<file path="src/verilog/upper_map_pkg.sv">
/*
  Constants for the upper transceiver register map: immediate addresses,
  field positions, reset values and the one-hot access kinds.
  Assumes the addresses arrive already stripped of the ULPI command bits.
*/
`default_nettype none

package upper_map_pkg;

  localparam logic [7:0] ADDR_EVENT_LATCH = 8'h14;
  localparam logic [7:0] ADDR_LINE_DEBUG  = 8'h15;
  localparam logic [7:0] ADDR_SCRATCH_WR  = 8'h16;
  localparam logic [7:0] ADDR_SCRATCH_SET = 8'h17;
  localparam logic [7:0] ADDR_SCRATCH_CLR = 8'h18;
  localparam logic [7:0] ADDR_UNIMP_LO    = 8'h19;
  localparam logic [7:0] ADDR_UNIMP_HI    = 8'h2e;
  localparam logic [7:0] ADDR_EXT_PTR     = 8'h2f;
  localparam logic [7:0] ADDR_VENDOR_LO   = 8'h30;
  localparam logic [7:0] ADDR_PWR_WR      = 8'h3d;
  localparam logic [7:0] ADDR_PWR_SET     = 8'h3e;
  localparam logic [7:0] ADDR_PWR_CLR     = 8'h3f;
  localparam logic [7:0] ADDR_EXT_LIMIT   = 8'h40;

  localparam int NUM_SOURCES = 5;
  localparam int SRC_ID_GROUND   = 4;
  localparam int SRC_SESSION_END_COMPARATOR    = 3;
  localparam int SRC_SESS_VALID  = 2;
  localparam int SRC_VBUS_VALID  = 1;
  localparam int SRC_HOST_DISCONNECT_DETECTOR = 0;
  localparam int LINE_STATE_W    = 2;

  localparam int PWR_BVALID_FALL = 3;
  localparam int PWR_BVALID_RISE = 2;

  localparam logic [7:0] EVENT_LATCH_RESET = 8'h00;
  localparam logic [7:0] SCRATCH_RESET     = 8'h00;
  localparam logic [7:0] POWER_CTRL_RESET  = 8'h00;
  localparam logic [7:0] READ_ZERO         = 8'h00;

  localparam int SETTLE_CYCLES = 3;

  typedef enum logic [3:0]
  {
    OP_NONE  = 4'b0001,
    OP_WRITE = 4'b0010,
    OP_SET   = 4'b0100,
    OP_CLEAR = 4'b1000
  } op_kind_t;

endpackage

`default_nettype wire

</file>
<file path="src/verilog/edge_event_detect.sv">
/*
  Two-flop synchroniser with edge detection for a group of slow pins.
  Assumes the inputs are asynchronous levels; edges are held off until
  the synchroniser has settled after reset.
*/
`timescale 1ns/1ps
`default_nettype none

module edge_event_detect
#(
  parameter int WIDTH = 1
)
(
  input  wire logic             ref_clk,
  input  wire logic             reset_n,
  input  wire logic [WIDTH-1:0] raw,
  output logic      [WIDTH-1:0] level,
  output logic      [WIDTH-1:0] rise,
  output logic      [WIDTH-1:0] fall
);
  import upper_map_pkg::*;

  logic [WIDTH-1:0]         meta;
  logic [WIDTH-1:0]         prev;
  logic [SETTLE_CYCLES-1:0] settle;

  always_ff @(posedge ref_clk or negedge reset_n)
  begin
    if (!reset_n)
    begin
      meta  <= '0;
      level <= '0;
      prev  <= '0;
    end
    else
    begin
      meta  <= raw;
      level <= meta;
      prev  <= level;
    end
  end

  // no false edge from the reset value of prev
  always_ff @(posedge ref_clk or negedge reset_n)
  begin
    if (!reset_n)
      settle <= '0;
    else
      settle <= {settle[SETTLE_CYCLES-2:0], 1'b1};
  end

  assign rise = settle[SETTLE_CYCLES-1] ? (level & ~prev) : '0;
  assign fall = settle[SETTLE_CYCLES-1] ? (~level & prev) : '0;

endmodule

`default_nettype wire

</file>
<file path="src/verilog/ulpi_upper_regs.sv">
/*
  Upper part of the transceiver register map: event latch, line state
  debug, scratch byte, extended pointer and power control.
  Assumes the ULPI engine presents one decoded access per strobe, with
  reg_ext high when the access came through the extended pointer.
*/
`timescale 1ns/1ps
`default_nettype none

module ulpi_upper_regs
(
  input  wire logic                             ref_clk,
  input  wire logic                             reset_n,
  input  wire logic                             reg_rd,
  input  wire logic                             reg_wr,
  input  wire logic                             reg_ext,
  input  wire logic [7:0]                       reg_addr,
  input  wire logic [7:0]                       reg_wdata,
  output logic      [7:0]                       reg_rdata,
  output logic                                  reg_rdata_valid,
  input  wire logic                             id_pin_grounded,
  input  wire logic                             session_end_comparator,
  input  wire logic                             session_valid_comparator,
  input  wire logic                             vbus_valid_comparator,
  input  wire logic                             host_disconnect_detector,
  input  wire logic                             bvalid_in,
  input  wire logic [upper_map_pkg::LINE_STATE_W-1:0] line_state_in,
  input  wire logic [upper_map_pkg::NUM_SOURCES-1:0]  rising_edge_event_enable,
  input  wire logic [upper_map_pkg::NUM_SOURCES-1:0]  falling_edge_event_enable,
  input  wire logic                             low_power_mode,
  output logic      [upper_map_pkg::NUM_SOURCES-1:0]  source_status,
  output logic      [7:0]                       otg_event_latch,
  output logic      [7:0]                       power_control,
  output logic                                  alt_int_rxcmd_req
);
  import upper_map_pkg::*;

  logic [NUM_SOURCES-1:0]  src_raw;
  logic [NUM_SOURCES-1:0]  src_rise;
  logic [NUM_SOURCES-1:0]  src_fall;
  logic [NUM_SOURCES-1:0]  ev_set;
  logic [LINE_STATE_W-1:0] line_state;
  logic                    bvalid_level;
  logic                    bvalid_rise;
  logic                    bvalid_fall;
  logic [7:0]              scratch_byte;
  logic                    hit;
  logic                    rd_hit;
  logic                    wr_hit;
  logic                    latch_read;
  logic                    low_power_q;
  logic                    low_power_entry;
  logic [7:0]              next_rdata;

  assign src_raw[SRC_ID_GROUND]   = id_pin_grounded;
  assign src_raw[SRC_SESSION_END_COMPARATOR]    = session_end_comparator;
  assign src_raw[SRC_SESS_VALID]  = session_valid_comparator;
  assign src_raw[SRC_VBUS_VALID]  = vbus_valid_comparator;
  assign src_raw[SRC_HOST_DISCONNECT_DETECTOR] = host_disconnect_detector;

  edge_event_detect #(.WIDTH(NUM_SOURCES)) u_src_sync
  (
    .ref_clk (ref_clk),
    .reset_n (reset_n),
    .raw     (src_raw),
    .level   (source_status),
    .rise    (src_rise),
    .fall    (src_fall)
  );

  edge_event_detect #(.WIDTH(1)) u_bvalid_sync
  (
    .ref_clk (ref_clk),
    .reset_n (reset_n),
    .raw     (bvalid_in),
    .level   (bvalid_level),
    .rise    (bvalid_rise),
    .fall    (bvalid_fall)
  );

  edge_event_detect #(.WIDTH(LINE_STATE_W)) u_line_sync
  (
    .ref_clk (ref_clk),
    .reset_n (reset_n),
    .raw     (line_state_in),
    .level   (line_state),
    .rise    (),
    .fall    ()
  );

  // 2Fh immediate is only a pointer; 40h and up in the extended set are
  // dead space, so neither may touch a register
  function automatic logic addr_hit(input logic [7:0] a, input logic ext);
    if (ext)
      addr_hit = (a < ADDR_EXT_LIMIT);
    else
      addr_hit = (a < ADDR_EXT_LIMIT) && (a != ADDR_EXT_PTR);
  endfunction

  // triple of addresses: base writes, base+1 sets, base+2 clears
  function automatic op_kind_t op_of(input logic [7:0] a,
                                     input logic [7:0] base);
    if (a == base)
      op_of = OP_WRITE;
    else if (a == base + 8'h01)
      op_of = OP_SET;
    else if (a == base + 8'h02)
      op_of = OP_CLEAR;
    else
      op_of = OP_NONE;
  endfunction

  function automatic logic [7:0] apply_op(input op_kind_t k,
                                          input logic [7:0] old,
                                          input logic [7:0] d);
    case (k)
      OP_WRITE: apply_op = d;
      OP_SET:   apply_op = old | d;
      OP_CLEAR: apply_op = old & ~d;
      default:  apply_op = old;
    endcase
  endfunction

  assign hit        = addr_hit(reg_addr, reg_ext);
  assign rd_hit     = reg_rd && hit;
  assign wr_hit     = reg_wr && hit;
  assign latch_read = rd_hit && (reg_addr == ADDR_EVENT_LATCH);

  // unmasked edges only
  assign ev_set = (src_rise & rising_edge_event_enable)
                | (src_fall & falling_edge_event_enable);

  always_ff @(posedge ref_clk or negedge reset_n)
  begin
    if (!reset_n)
      low_power_q <= 1'b0;
    else
      low_power_q <= low_power_mode;
  end

  assign low_power_entry = low_power_mode && !low_power_q;

  // set beats either clear so a racing edge is never dropped
  always_ff @(posedge ref_clk or negedge reset_n)
  begin
    if (!reset_n)
      otg_event_latch <= EVENT_LATCH_RESET;
    else if (latch_read || low_power_entry)
      otg_event_latch <= {3'b000, ev_set};
    else
      otg_event_latch <= otg_event_latch | {3'b000, ev_set};
  end

  // scratch feeds nothing but the read path
  always_ff @(posedge ref_clk or negedge reset_n)
  begin
    if (!reset_n)
      scratch_byte <= SCRATCH_RESET;
    else if (wr_hit)
      scratch_byte <= apply_op(op_of(reg_addr, ADDR_SCRATCH_WR),
                               scratch_byte, reg_wdata);
  end

  // reserved bits stored as written; the link keeps them zero
  always_ff @(posedge ref_clk or negedge reset_n)
  begin
    if (!reset_n)
      power_control <= POWER_CTRL_RESET;
    else if (wr_hit)
      power_control <= apply_op(op_of(reg_addr, ADDR_PWR_WR),
                                power_control, reg_wdata);
  end

  always_ff @(posedge ref_clk or negedge reset_n)
  begin
    if (!reset_n)
      alt_int_rxcmd_req <= 1'b0;
    else
      alt_int_rxcmd_req <= (power_control[PWR_BVALID_FALL] && bvalid_fall)
                        || (power_control[PWR_BVALID_RISE] && bvalid_rise);
  end

  always_comb
  begin
    next_rdata = READ_ZERO;
    if (!hit)
      next_rdata = READ_ZERO;
    else if (reg_addr == ADDR_EVENT_LATCH)
      next_rdata = otg_event_latch;
    else if (reg_addr == ADDR_LINE_DEBUG)
      next_rdata = {6'b000000, line_state};
    else if (reg_addr >= ADDR_SCRATCH_WR && reg_addr <= ADDR_SCRATCH_CLR)
      next_rdata = scratch_byte;
    else if (reg_addr >= ADDR_PWR_WR && reg_addr <= ADDR_PWR_CLR)
      next_rdata = power_control;
  end

  always_ff @(posedge ref_clk or negedge reset_n)
  begin
    if (!reset_n)
    begin
      reg_rdata       <= READ_ZERO;
      reg_rdata_valid <= 1'b0;
    end
    else
    begin
      reg_rdata_valid <= reg_rd;
      if (reg_rd)
        reg_rdata <= next_rdata;
    end
  end
endmodule

`default_nettype wire

</file>
<file path="config.mk">
export PLATFORM = sky130hd
export DESIGN_NAME = ulpi_upper_regs
export DESIGN_NICKNAME = d
export VERILOG_FILES = /design/src/verilog/upper_map_pkg.sv /design/src/verilog/edge_event_detect.sv /design/src/verilog/ulpi_upper_regs.sv
export SDC_FILE = /design/constraint.sdc
export NUM_CORES = 1
export LEC_CHECK = 0
export BUFFER_PORTS_ARGS = -buffer_cell sky130_fd_sc_hd__buf_4
export CORE_ASPECT_RATIO = 2
export CORE_MARGIN = 8
export CORE_UTILIZATION = 25
export CTS_CLUSTER_SIZE = 12
export DETAILED_ROUTE_END_ITERATION = 10
export HOLD_SLACK_MARGIN = 0.03
export PLACE_DENSITY_LB_ADDON = 0.12
export SETUP_SLACK_MARGIN = 0.2
export SLEW_MARGIN = 20
export SYNTH_ARGS = -nofsm -noshare
export SYNTH_HDL_FRONTEND = slang
export SYNTH_SLANG_ARGS = --single-unit
</file>
<file path="constraint.sdc">
create_clock -name ref_clk -period 1 [get_ports ref_clk]
set_input_delay 0 -clock ref_clk [delete_from_list [all_inputs] [get_ports ref_clk]]
set_output_delay 0 -clock ref_clk [all_outputs]
set_load 0.01 [all_outputs]
</file>
Word-level counts from Yosys, hierarchy flattened
Cells that the tools add are included.
{"block": "word_totals", "ff_bits": 63, "wordCells": 91}
{"block": "classes", "n_lt_le_gt_ge": 5, "eq_ne": 15, "mux": 21, "n_bitwise": 17, "n_reduce_logical": 16}
{"op": "2-to-1 mux 8 bit", "count": 6}
{"op": "case mux 8 bit (3 select lines)", "count": 2}
{"op": "== test 8 x 5 -> 1 bit, second input constant", "count": 5}
{"op": "2-to-1 mux 4 bit", "count": 8}
{"op": "== test 8 x 6 -> 1 bit, second input constant", "count": 3}
{"op": "bitwise AND 5 bit", "count": 4}
{"op": "bitwise AND 8 bit", "count": 2}
{"op": "OR 8 bit", "count": 2}
{"op": "2-to-1 mux 5 bit", "count": 2}
{"op": "inverter 5 bit", "count": 2}
{"op": "logical AND 1 bit", "count": 9}
{"op": "== test 4 x 2 -> 1 bit, second input constant", "count": 2}
{"op": "== test 4 x 3 -> 1 bit, second input constant", "count": 2}
{"op": "== test 4 bit, second input constant", "count": 2}
{"op": "greater-or-equal comparator 8 x 5 -> 1 bit, second input constant", "count": 1}
{"op": "greater-or-equal comparator 8 x 6 -> 1 bit, second input constant", "count": 1}
{"op": "less-or-equal comparator 8 x 5 -> 1 bit, second input constant", "count": 1}
{"op": "less-or-equal comparator 8 x 6 -> 1 bit, second input constant", "count": 1}
{"op": "< comparator 8 x 7 -> 1 bit, second input constant", "count": 1}
{"op": "inequality test 8 x 6 -> 1 bit, second input constant", "count": 1}
{"op": "inverter 8 bit", "count": 1}
{"op": "OR 8 x 5 -> 8 bit", "count": 1}
{"op": "nonzero test 3 bit", "count": 2}
{"op": "OR 5 bit", "count": 1}
{"op": "6 further kinds", "count": 12}

Logic depth before layout (Yosys ltp)
Gate-level depths: netlist of run 1.
{"block": "logic_depth", "ltp_word": 8, "ltp_mapped": 6, "mapped_depth_nobuf": 4}

Modules after synthesis
From an unflattened synthesis of run 1, not the netlist that was laid out.
{"block": "unflattened", "cells_unflattened": 222, "area_unflattened_um2": 2693.8}
{"module": "ulpi_upper_regs", "instances": 1, "cells_each": 170, "area_each_um2": 1716.6, "seq_area_each_um2": 800.8}
{"module": "edge_event_detect at u_src_sync", "instances": 1, "cells_each": 29, "area_each_um2": 541.8, "seq_area_each_um2": 450.4}
{"module": "edge_event_detect at u_line_sync", "instances": 1, "cells_each": 14, "area_each_um2": 264.0, "seq_area_each_um2": 225.2}
{"module": "edge_event_detect at u_bvalid_sync", "instances": 1, "cells_each": 9, "area_each_um2": 171.4, "seq_area_each_um2": 150.1}

Worst setup path after synthesis of run 1
No wires, ideal clock.
{"block": "synth_path", "path_type": "input port to flip-flop", "startpoint": "input port reg_addr[5]", "endpoint": "register otg_event_latch[0]", "setup_ps": 121, "arrival_ps": 1337, "path_slack_ps": -458, "cell_stages": 5, "n_path_buf": 1, "cell_sequence": "or4b_1 buf_2 nor4_4 a21oi_2 a22o_1"}
{"block": "synth_between", "elab_chain_len": 7}
{"item": "start, declared", "line_no": "ulpi_upper_regs.sv:17", "text": "input wire logic [7:0] reg_addr,"}
{"item": "< comparator 8 x 7 -> 1 bit / inequality test 8 x 6 -> 1 bit (equally long branches)", "line_no": "ulpi_upper_regs.sv:95, ulpi_upper_regs.sv:97"}
{"item": "logical AND 1 bit", "line_no": "ulpi_upper_regs.sv:97", "text": "addr_hit = (a < ADDR_EXT_LIMIT) && (a != ADDR_EXT_PTR);"}
{"item": "2-to-1 mux 1 bit", "line_no": "ulpi_upper_regs.sv:94", "text": "if (ext)"}
{"item": "logical AND 1 bit", "line_no": "ulpi_upper_regs.sv:125", "text": "assign rd_hit = reg_rd && hit;"}
{"item": "logical AND 1 bit *", "line_no": "ulpi_upper_regs.sv:127", "text": "assign latch_read = rd_hit && (reg_addr == ADDR_EVENT_LATCH);"}
{"item": "logical OR 1 bit *", "line_no": "ulpi_upper_regs.sv:148", "text": "else if (latch_read || low_power_entry)"}
{"item": "2-to-1 mux 8 bit *", "line_no": "ulpi_upper_regs.sv:148"}
{"item": "end signal, assigned", "line_no": "ulpi_upper_regs.sv:149", "text": "otg_event_latch <= {3'b000, ev_set};"}
{"item": "end signal, assigned", "line_no": "ulpi_upper_regs.sv:151", "text": "otg_event_latch <= otg_event_latch | {3'b000, ev_set};"}
{"item": "end, declared", "line_no": "ulpi_upper_regs.sv:32", "text": "output logic [7:0] otg_event_latch,"}
Mark *: on every way between the ends. The rest lies on a longest branch, timed or not.
A chain may end at the register's enable or synchronous reset.

Final worst setup path of run 1
{"block": "layout_path", "startpoint": "input port reg_addr[1]", "endpoint": "register scratch_byte[3]"}
{"block": "layout_between", "elab_chain_len": 8}
{"item": "== test 8 x 5 -> 1 bit", "line_no": "ulpi_upper_regs.sv:107", "text": "else if (a == base + 8'h02)"}
{"item": "2-to-1 mux 4 bit", "line_no": "ulpi_upper_regs.sv:107"}
{"item": "2-to-1 mux 4 bit", "line_no": "ulpi_upper_regs.sv:105", "text": "else if (a == base + 8'h01)"}
{"item": "2-to-1 mux 4 bit", "line_no": "ulpi_upper_regs.sv:103", "text": "if (a == base)"}
{"item": "2-to-1 mux 4 bit", "line_no": "ulpi_upper_regs.sv:159", "text": "else if (wr_hit)"}
{"item": "== test 4 bit (tied with other cells)", "line_no": "ulpi_upper_regs.sv:116", "text": "case (k)"}
{"item": "nonzero test 3 bit (no line)"}
{"item": "AND reduction 2 bit (no line)"}
{"item": "end signal, assigned", "line_no": "ulpi_upper_regs.sv:160", "text": "scratch_byte <= apply_op(op_of(reg_addr, ADDR_SCRATCH_WR),"}
{"item": "end, declared", "line_no": "ulpi_upper_regs.sv:46", "text": "logic [7:0] scratch_byte;"}
Parallel ways exist; a longest one is shown, timed or not. The select of a mux whose other input is x is not followed.

==> results of run 1 <==
==> power breakdown <==
group          internal (mW)  leakage (nW)  total (mW)  switching, mW
Sequential              2.46         0.717        2.58          0.118
Clock                   1.93         0.143        3.01           1.08
Combinational          0.510         0.937       0.832          0.322
==> sequential cells by signal (all words and copies together), names as in the netlist <==
signal	count
power_control	8
reg_rdata	8
scratch_byte	8
otg_event_latch	5
u_src_sync.level	5
u_src_sync.meta	5
u_src_sync.prev	5
u_bvalid_sync.settle	3
u_line_sync.level	2
u_line_sync.meta	2
alt_int_rxcmd_req	1
low_power_q	1
reg_rdata_valid	1
u_bvalid_sync.level	1
u_bvalid_sync.meta	1
u_bvalid_sync.prev	1
==> routing by layer <==
layer | up-vias | part of all wire (%) | track usage, %
li1 | 959 | - | -
met1 | 1024 | 42 | 13.5
met2 | 67 | 48 | 17.8
met3 | 15 | 6.9 | 3.91
met4 | 0 | 2.9 | 6.30
met5 | - | 0 | 0
==> repair_timing <==
action / in CTS / in global routing
hold endpoints to repair: 85 / 0
gates resized for setup: 46 / 8
hold buffers: 20 / 0
endpoints found under the setup margin: 58 / 58
setup buffers: 5 / 4
pin swaps: 21 / 8
==> synth_stat cells (3+ instances only) <==
| cell type | count |
|---|---|
| sky130_fd_sc_hd__clkbuf_1 | 4 |
| sky130_fd_sc_hd__o22ai_1 | 3 |
| sky130_fd_sc_hd__nand3_1 | 4 |
| sky130_fd_sc_hd__dfrtp_1 | 57 |
| sky130_fd_sc_hd__buf_4 | 4 |
| sky130_fd_sc_hd__a22oi_1 | 8 |
| sky130_fd_sc_hd__nand2_1 | 9 |
| sky130_fd_sc_hd__nand3b_1 | 7 |
| sky130_fd_sc_hd__nor2b_1 | 4 |
| sky130_fd_sc_hd__a22o_1 | 21 |
| sky130_fd_sc_hd__o21bai_1 | 8 |
| sky130_fd_sc_hd__inv_1 | 7 |
| sky130_fd_sc_hd__o21ai_1 | 10 |
| sky130_fd_sc_hd__o21ai_0 | 7 |
==> worst reg2reg max path, stage by stage (launching register included) <==
cell and delay [ns]:
sky130_fd_sc_hd__dfrtp_1 0.39, sky130_fd_sc_hd__mux2_1 0.31, sky130_fd_sc_hd__nand3_1 0.13, sky130_fd_sc_hd__o221ai_1 0.13
==> cells by family after synthesis <==
| logic type | after synthesis | share of synthesized area (%) |
|---|---|---|
| muxes | 1 | 0.485 |
| other | 2 | 0.324 |
| and+or+nand+nor | 41 | 12.4 |
| buffers and inverters | 17 | 3.51 |
| AOI/OAI and AO/OA | 69 | 21.8 |
| DFF | 57 | 61.5 |
==> final timing paths <==
| path | slack [ns] | endpoint | depth (start not counted) |
|---|---|---|---|
| worst max-delay path | -0.19 | scratch_byte[3] | 5 |
| worst min-delay path | 0.03 | reg_rdata[1] | 3 |
| worst max register to register | -0.10 | reg_rdata[0] | 3 |
| worst min register to register | 0.35 | u_bvalid_sync.settle[1] | 0 |
| max in group asynchronous | 0.45 | power_control[2] | 3 |
| min in group asynchronous | 0.10 | u_src_sync.prev[0] | 2 |
==> layout make-up <==
type | instances | area [um2]
Inverter | 7 | 26.3
Sequential cell | 57 | 1430
Clock inverter | 6 | 68.8
Multi-Input combinational cell | 115 | 906
Timing Repair Buffer | 130 | 1180
Tap cell | 104 | 130
Fill cell | 875 | 5220
Clock buffer | 10 | 229
==> metrics.sh, run 1 <==
STATUS='complete, but fails checks'
FAILING_CHECKS='negative setup slack'
TRITONCTS='done'
YOSYS.AREA.TOP_TYPE='sky130_fd_sc_hd__dfrtp_1'
GRT_PASS1_WL_UM=11600
GATE_FAMILY_RESPONSIBLE_FOR_THE_MOST_DELAY_ALONG_THE_WORST_PATH='compound AO/OA/AOI/OAI gates'
PERIOD_NEEDED_NS=1.19
DPL.HPWL_UM=5090
IO_BUFFERS=67
INITIAL_UTILIZATION_PCT=25.2
CLOCK_TREE.BUFFER_DEPTH=2
RR_STARTPOINT='otg_event_latch[0]'
FINAL_LAYOUT_SIZE_SUFFIX_GT1_SHARE_PCT=44.0
DIEWIDTH_UM=84.1
CLK_TREE_ROOT_CELL='sky130_fd_sc_hd__clkbuf_16'
DETAIL_ROUTE.WIRELENGTH_UM=7110
PWR_DENSITY_CELL_nW_PER_UM2=1620
YS_TYPES=40
SETUP-TNS-FINAL_NS=-4.09
WORSTPATHCELLLIST='buf_6, or4b_4, a211o_4, o21bai_1, a22o_1'
GRT_PASS1_VIAS=2278
SYNTH_CELLS=187
WORST_HOLD_STARTPOINT='reg_ext'
CORE_AREA_UM2=9200
POST_SYNTHESIS_AREA_PER_INSTANCE_UM2=12.4
CP_SLOWEST_CELL='sky130_fd_sc_hd__or4b_4'
SYNTH.CELL_AREA_UM2=2320
MAXIMUM_NUMBER_OF_PINS_ON_ONE_NET_BEFORE_GLOBAL_ROUTE_REPAIR=29
ASYNC_RESET_FF_SHARE_PCT=100
FIRST_PASS_ITERS=4
RSZ_0062_RAISED_AFTER_GLOBAL_ROUTING='true'
CRITICAL_PATH_CLASS='input pin to register'
CRITPATHMAXFANOUT=8
GLOBAL_ROUTE.OVERFLOW_TOTAL=0
HOLD_VIOL=0
POST_DRT_VIA_CELL_RATIO=4.81
DESIGN.FINAL.NETS=360
POST-ROUTE-PERIOD-UTIL_PCT=119
SETUP_VIOL=29
GRTUSAGETOTAL_PCT=11.5
ANTENNA_FOUND_INITIAL=0
CP.ARRIVAL_NS=1.40
DRC_MARKER_COUNT_FROM_THE_FIRST_DETAILED_ROUTE_ITERATION=72
SYNTH_TOP_CELL_AREA_SHARE_PCT=61.5
HOLDWS_NS=0.0261
PRE_CTS_WS_NS=-0.600
CLOCK_TREE.HTREE_LEVEL_COUNT=3
WORSTHOLDPATHTYPE='input pin to register'
ANT_NETS_AFTER_ROUTE=0
FINISH.UTILIZATION_PCT=43.2
DOMINANTREGCELLSYNTH='sky130_fd_sc_hd__dfrtp_1'
SYNTH_EDF_COUNT=0
TRITONCTS.NUM_BUFFERS=9
CORE.ROWCOUNT=50
DRC=0
IOS=71
CLOCK_SINKS=57
PLACE.DETAILED.INSTANCES=384
ROUTED_WIRE_LENGTH_PER_INSTANCE_UM=16.6
CRIT_REQUIRED_NS=1.21
YS_WARN_COUNT=0
DR_TOTAL_VIAS=2065
LEADING_CELL_TYPE_IN_THE_LAYOUT_FILL_AND_TAPS_EXCLUDED='sky130_fd_sc_hd__buf_4'
VDD_DROP_MAX_mV=0.963
SYNTH-SEQ-CELLS=57
DESIGN_AREA_UM2=3970
FINAL_CRITICAL_PATH_SETUP_SLACK_NS=-0.188
SYNTH_AREA_LEADERS='sky130_fd_sc_hd__dfrtp_1 (61%), sky130_fd_sc_hd__a22o_1 (7.9%), sky130_fd_sc_hd__a22oi_1 (2.6%)'
FIN_TOTAL_PWR_mW=6.42
YOSYSSEQAREASHARE_PCT=61.5
PLACED_AREA_UM2=3190
ANTENNA_CELLS=0
FINAL_CELL_MIX='sky130_fd_sc_hd__buf_4 (70), sky130_fd_sc_hd__dfrtp_1 (55), sky130_fd_sc_hd__buf_6 (39)'
WORST_SETUP_PATH_END_KIND='register'
SETUP.WORST_PATH.START='reg_addr[1]'
PATH_CLK_SLEW_NS=0.05
TIMING.CRITICAL_PATH.SLOWEST_CELL_DELAY_NS=0.56
STARTPOINT_TYPE='input pin'
REPORT.FINAL.SLEW_VIOL_COUNT=0
POWER_LEAKAGE_nW=1.80
DIE_AREA_UM2=12800
FLOW.AREA_GROWTH_FROM_SYNTHESIS_PCT=71.3
FINALCLOCKSKEW_NS=0.00484
MAXCAPVIOLATIONS=0
DIE-HEIGHT_UM=152
HIGHEST_CLOCK_FREQUENCY_THE_DESIGN_CAN_MEET_MHz=842
LATER_PIN_CLOCK_LATENCY_IN_THE_SKEW_REPORT_NS=0.32
ROUTABILITYCONGESTION=0.794
FINAL-INSTANCE-COUNT-EXCL-FILL=429
CRIT_BUF_INV=1
Note: power is estimated with default switching activity, not from simulation.
==> run 2: changes to the inputs <==
--- a/config.mk
+++ b/config.mk
@@ -12,6 +12,7 @@
 export CTS_CLUSTER_SIZE = 12
 export DETAILED_ROUTE_END_ITERATION = 10
 export HOLD_SLACK_MARGIN = 0.03
+export MAX_ROUTING_LAYER = met4
 export PLACE_DENSITY_LB_ADDON = 0.12
 export SETUP_SLACK_MARGIN = 0.2
 export SLEW_MARGIN = 20
==> run 2 against run 1 <==
- power barely moved
- the run still ends with negative setup slack left
- critical path depth did not move
- setup slack got worse by 0.00062 ns
==> metrics.sh, run 2 (synthesis results as in run 1) <==
POWER_LEAKAGE_nW=1.80  # +0.30%
WORST_SETUP_PATH_END_KIND='register'
IO_BUFFERS=67  # unchanged
GLOBAL_ROUTE.OVERFLOW_TOTAL=0  # unchanged
VDD_DROP_MAX_mV=0.964  # +0.12%
CRIT_BUF_INV=1  # unchanged
CRITICAL_PATH_CLASS='input pin to register'
MULTI_INPUT_COMB_AREA_UM2=906  # unchanged
REG_POWER_SHARE_PCT=40.1  # about the same
DPL.HPWL_UM=5090  # unchanged
CORE.ROWCOUNT=50  # unchanged
COMB_POWER_SHARE_PCT=13.1  # about the same
REPORT.FINAL.SLEW_VIOL_COUNT=0  # unchanged
STARTPOINT_TYPE='input pin'
CLOCK_TREE.HTREE_LEVEL_COUNT=3  # unchanged
FINAL-INSTANCE-COUNT-EXCL-FILL=430  # +0.23%
ANTENNA_FOUND_INITIAL=0  # unchanged
PLACE.DETAILED.INSTANCES=384  # unchanged
PATH_CLK_SLEW_NS=0.05  # about the same
FINAL_CELL_MIX='sky130_fd_sc_hd__buf_4 (71), sky130_fd_sc_hd__dfrtp_1 (55), sky130_fd_sc_hd__buf_6 (39)'
CORE_AREA_UM2=9200  # unchanged
INITIAL_UTILIZATION_PCT=25.2  # unchanged
CLK_TREE_ROOT_CELL='sky130_fd_sc_hd__clkbuf_16'
MAXCAPVIOLATIONS=0  # unchanged
LAYOUT_TOP_REGISTERS='power_control (8), reg_rdata (8), scratch_byte (8)'
POST_DRT_VIA_CELL_RATIO=4.80  # -0.18%
RSZ_0062_RAISED_AFTER_GLOBAL_ROUTING='true'
MAXIMUM_NUMBER_OF_PINS_ON_ONE_NET_BEFORE_GLOBAL_ROUTE_REPAIR=29  # unchanged
FAILING_CHECKS='negative setup slack'
POWER.CLOCK.FRACTION_PCT=46.8  # about the same
CRITPATHMAXFANOUT=8  # unchanged
CLOCK_TREE.BUFFER_DEPTH=2  # unchanged
TRITONCTS='done'
FLOW.AREA_GROWTH_FROM_SYNTHESIS_PCT=71.6
ROUTABILITYCONGESTION=0.806  # +1.4%
SWITCHING_SHARE_PCT=23.6  # about the same
SETUP_VIOL=29  # unchanged
IOS=71  # unchanged
FINISH.UTILIZATION_PCT=43.3  # +0.082 points
POWER.INTERNAL_mW=4.91  # +0.10%
CRIT_REQUIRED_NS=1.21  # about the same
TRITONCTS.NUM_BUFFERS=9  # unchanged
FINAL_LAYOUT_SIZE_SUFFIX_GT1_SHARE_PCT=44.2  # +0.17 points
WORSTHOLDPATHTYPE='input pin to register'
WORSTPATHCELLLIST='buf_6, or4b_4, a211o_4, o21bai_1, a22o_1'
NUMBER_OF_FILLERS_IN_THE_FINAL_LAYOUT=875  # unchanged
ANT_NETS_AFTER_ROUTE=0  # unchanged
CP_SLOWEST_CELL='sky130_fd_sc_hd__or4b_4'
DETAIL_ROUTE.WIRELENGTH_UM=7140  # +0.48%
DIE_AREA_UM2=12800  # unchanged
PERIOD_NEEDED_NS=1.19  # +0.000621 ns
DRC=0  # unchanged
ANTENNA_CELLS=0  # unchanged
GRT_PASS1_VIAS=2285  # +0.31%
ROUTED_WIRE_LENGTH_PER_INSTANCE_UM=16.6  # +0.24%
LEADING_CELL_TYPE_IN_THE_LAYOUT_FILL_AND_TAPS_EXCLUDED='sky130_fd_sc_hd__buf_4'
HOLD_VIOL=0  # unchanged
GRTUSAGETOTAL_PCT=11.8  # +0.30 points
FIRST_PASS_ITERS=4  # unchanged
STATUS='complete, but fails checks'
CLOCK_SINKS=57  # unchanged
AREA.SEQUENTIAL_UM2=1430  # unchanged
GATE_FAMILY_RESPONSIBLE_FOR_THE_MOST_DELAY_ALONG_THE_WORST_PATH='compound AO/OA/AOI/OAI gates'
POST-ROUTE-PERIOD-UTIL_PCT=119  # about the same
DESIGN.FINAL.NETS=361  # +0.28%
P_SW_mW=1.52  # about the same
DRC_MARKER_COUNT_FROM_THE_FIRST_DETAILED_ROUTE_ITERATION=81  # +13%
DR_TOTAL_VIAS=2066  # +0.048%
CP.ARRIVAL_NS=1.40  # about the same
TIMING.CRITICAL_PATH.SLOWEST_CELL_DELAY_NS=0.56  # about the same
HIGHEST_CLOCK_FREQUENCY_THE_DESIGN_CAN_MEET_MHz=842  # about the same
FINAL_CRITICAL_PATH_SETUP_SLACK_NS=-0.188  # -0.000621 ns
PWR_DENSITY_CELL_nW_PER_UM2=1610  # -0.10%
FINALCLOCKSKEW_NS=0.00432  # -0.000523 ns
LATER_PIN_CLOCK_LATENCY_IN_THE_SKEW_REPORT_NS=0.32  # about the same
DIEWIDTH_UM=84.1  # unchanged
GRT_PASS1_WL_UM=11700  # about the same
DIE-HEIGHT_UM=152  # unchanged
-- run 2: tightest hold or removal path, cell delays in order --
cell and delay [ns]:
sky130_fd_sc_hd__buf_4 0.08, sky130_fd_sc_hd__o41ai_1 0.09, sky130_fd_sc_hd__o21ai_1 0.13
-- run 2: worst paths after layout --
kind | depth (start not counted) | slack [ns] | to | start
max reg2reg | 3 | -0.10 | reg_rdata[0] | otg_event_latch[0]
min reg2reg | 0 | 0.35 | u_bvalid_sync.settle[1] | u_bvalid_sync.settle[0]
max | 5 | -0.19 | scratch_byte[3] | reg_addr[1]
max in group asynchronous | 3 | 0.45 | power_control[2] | reset_n
min | 3 | 0.03 | reg_rdata[1] | reg_ext
min in group asynchronous | 2 | 0.10 | u_src_sync.prev[0] | reset_n
-- run 2: area by class of cell --
class	instances	share of cell area, %
clock inverter	6	1.73
sequential	57	35.9
timing repair buffer	131	29.9
clock buffer	10	5.75
inverter	7	0.660
multi-input combinational	115	22.8
tap	104	3.27
-- run 2: what timing repair did --
item | in CTS | in global routing
resized for setup | 46 | 8
pin swaps | 21 | 8
buffers inserted | 5 | 5
endpoints found under the hold margin | 85 | 0
hold buffers | 20 | 0
endpoints found under the setup margin | 58 | 58
-- run 2: power by group through the flow --
stage          clock, mW  sequential [mW]  combinational (mW)
2_1_floorplan          0             2.61               0.185
3_3_place_gp           0             2.60               0.651
3_5_place_dp           0             2.60               0.658
4_1_cts             3.09             2.57               0.820
5_1_grt             3.20             2.60               0.914
6_report            3.01             2.58               0.839
-- run 2: stage by stage --
| stage | worst slack, ns | hold WS (ns) | TNS [ns] | instance area (um2) | total power [mW] |
|---|---|---|---|---|---|
| after detailed placement | -0.600 | -0.105 | -14.38 | 3190 | 3.26 |
| after global placement | -0.562 | -0.104 | -14.11 | 3190 | 3.25 |
| final | -0.188 | 0.0264 | -4.09 | 3980 | 6.43 |
| after floorplan | -0.439 | -0.296 | -7.91 | 2370 | 2.80 |
| after global routing | -0.226 | 0.0465 | -5.85 | 3980 | 6.71 |
| after CTS | -0.199 | 0.00931 | -4.61 | 3910 | 6.48 |
-- run 2: per-layer routing --
| layer | GRT usage (%) | routed length (um) |
|---|---|---|
| met1 | 13.8 | 3070 |
| met2 | 17.8 | 3460 |
| met3 | 3.37 | 393 |
| met4 | 6.30 | 215 |
| met5 | - | 0 |
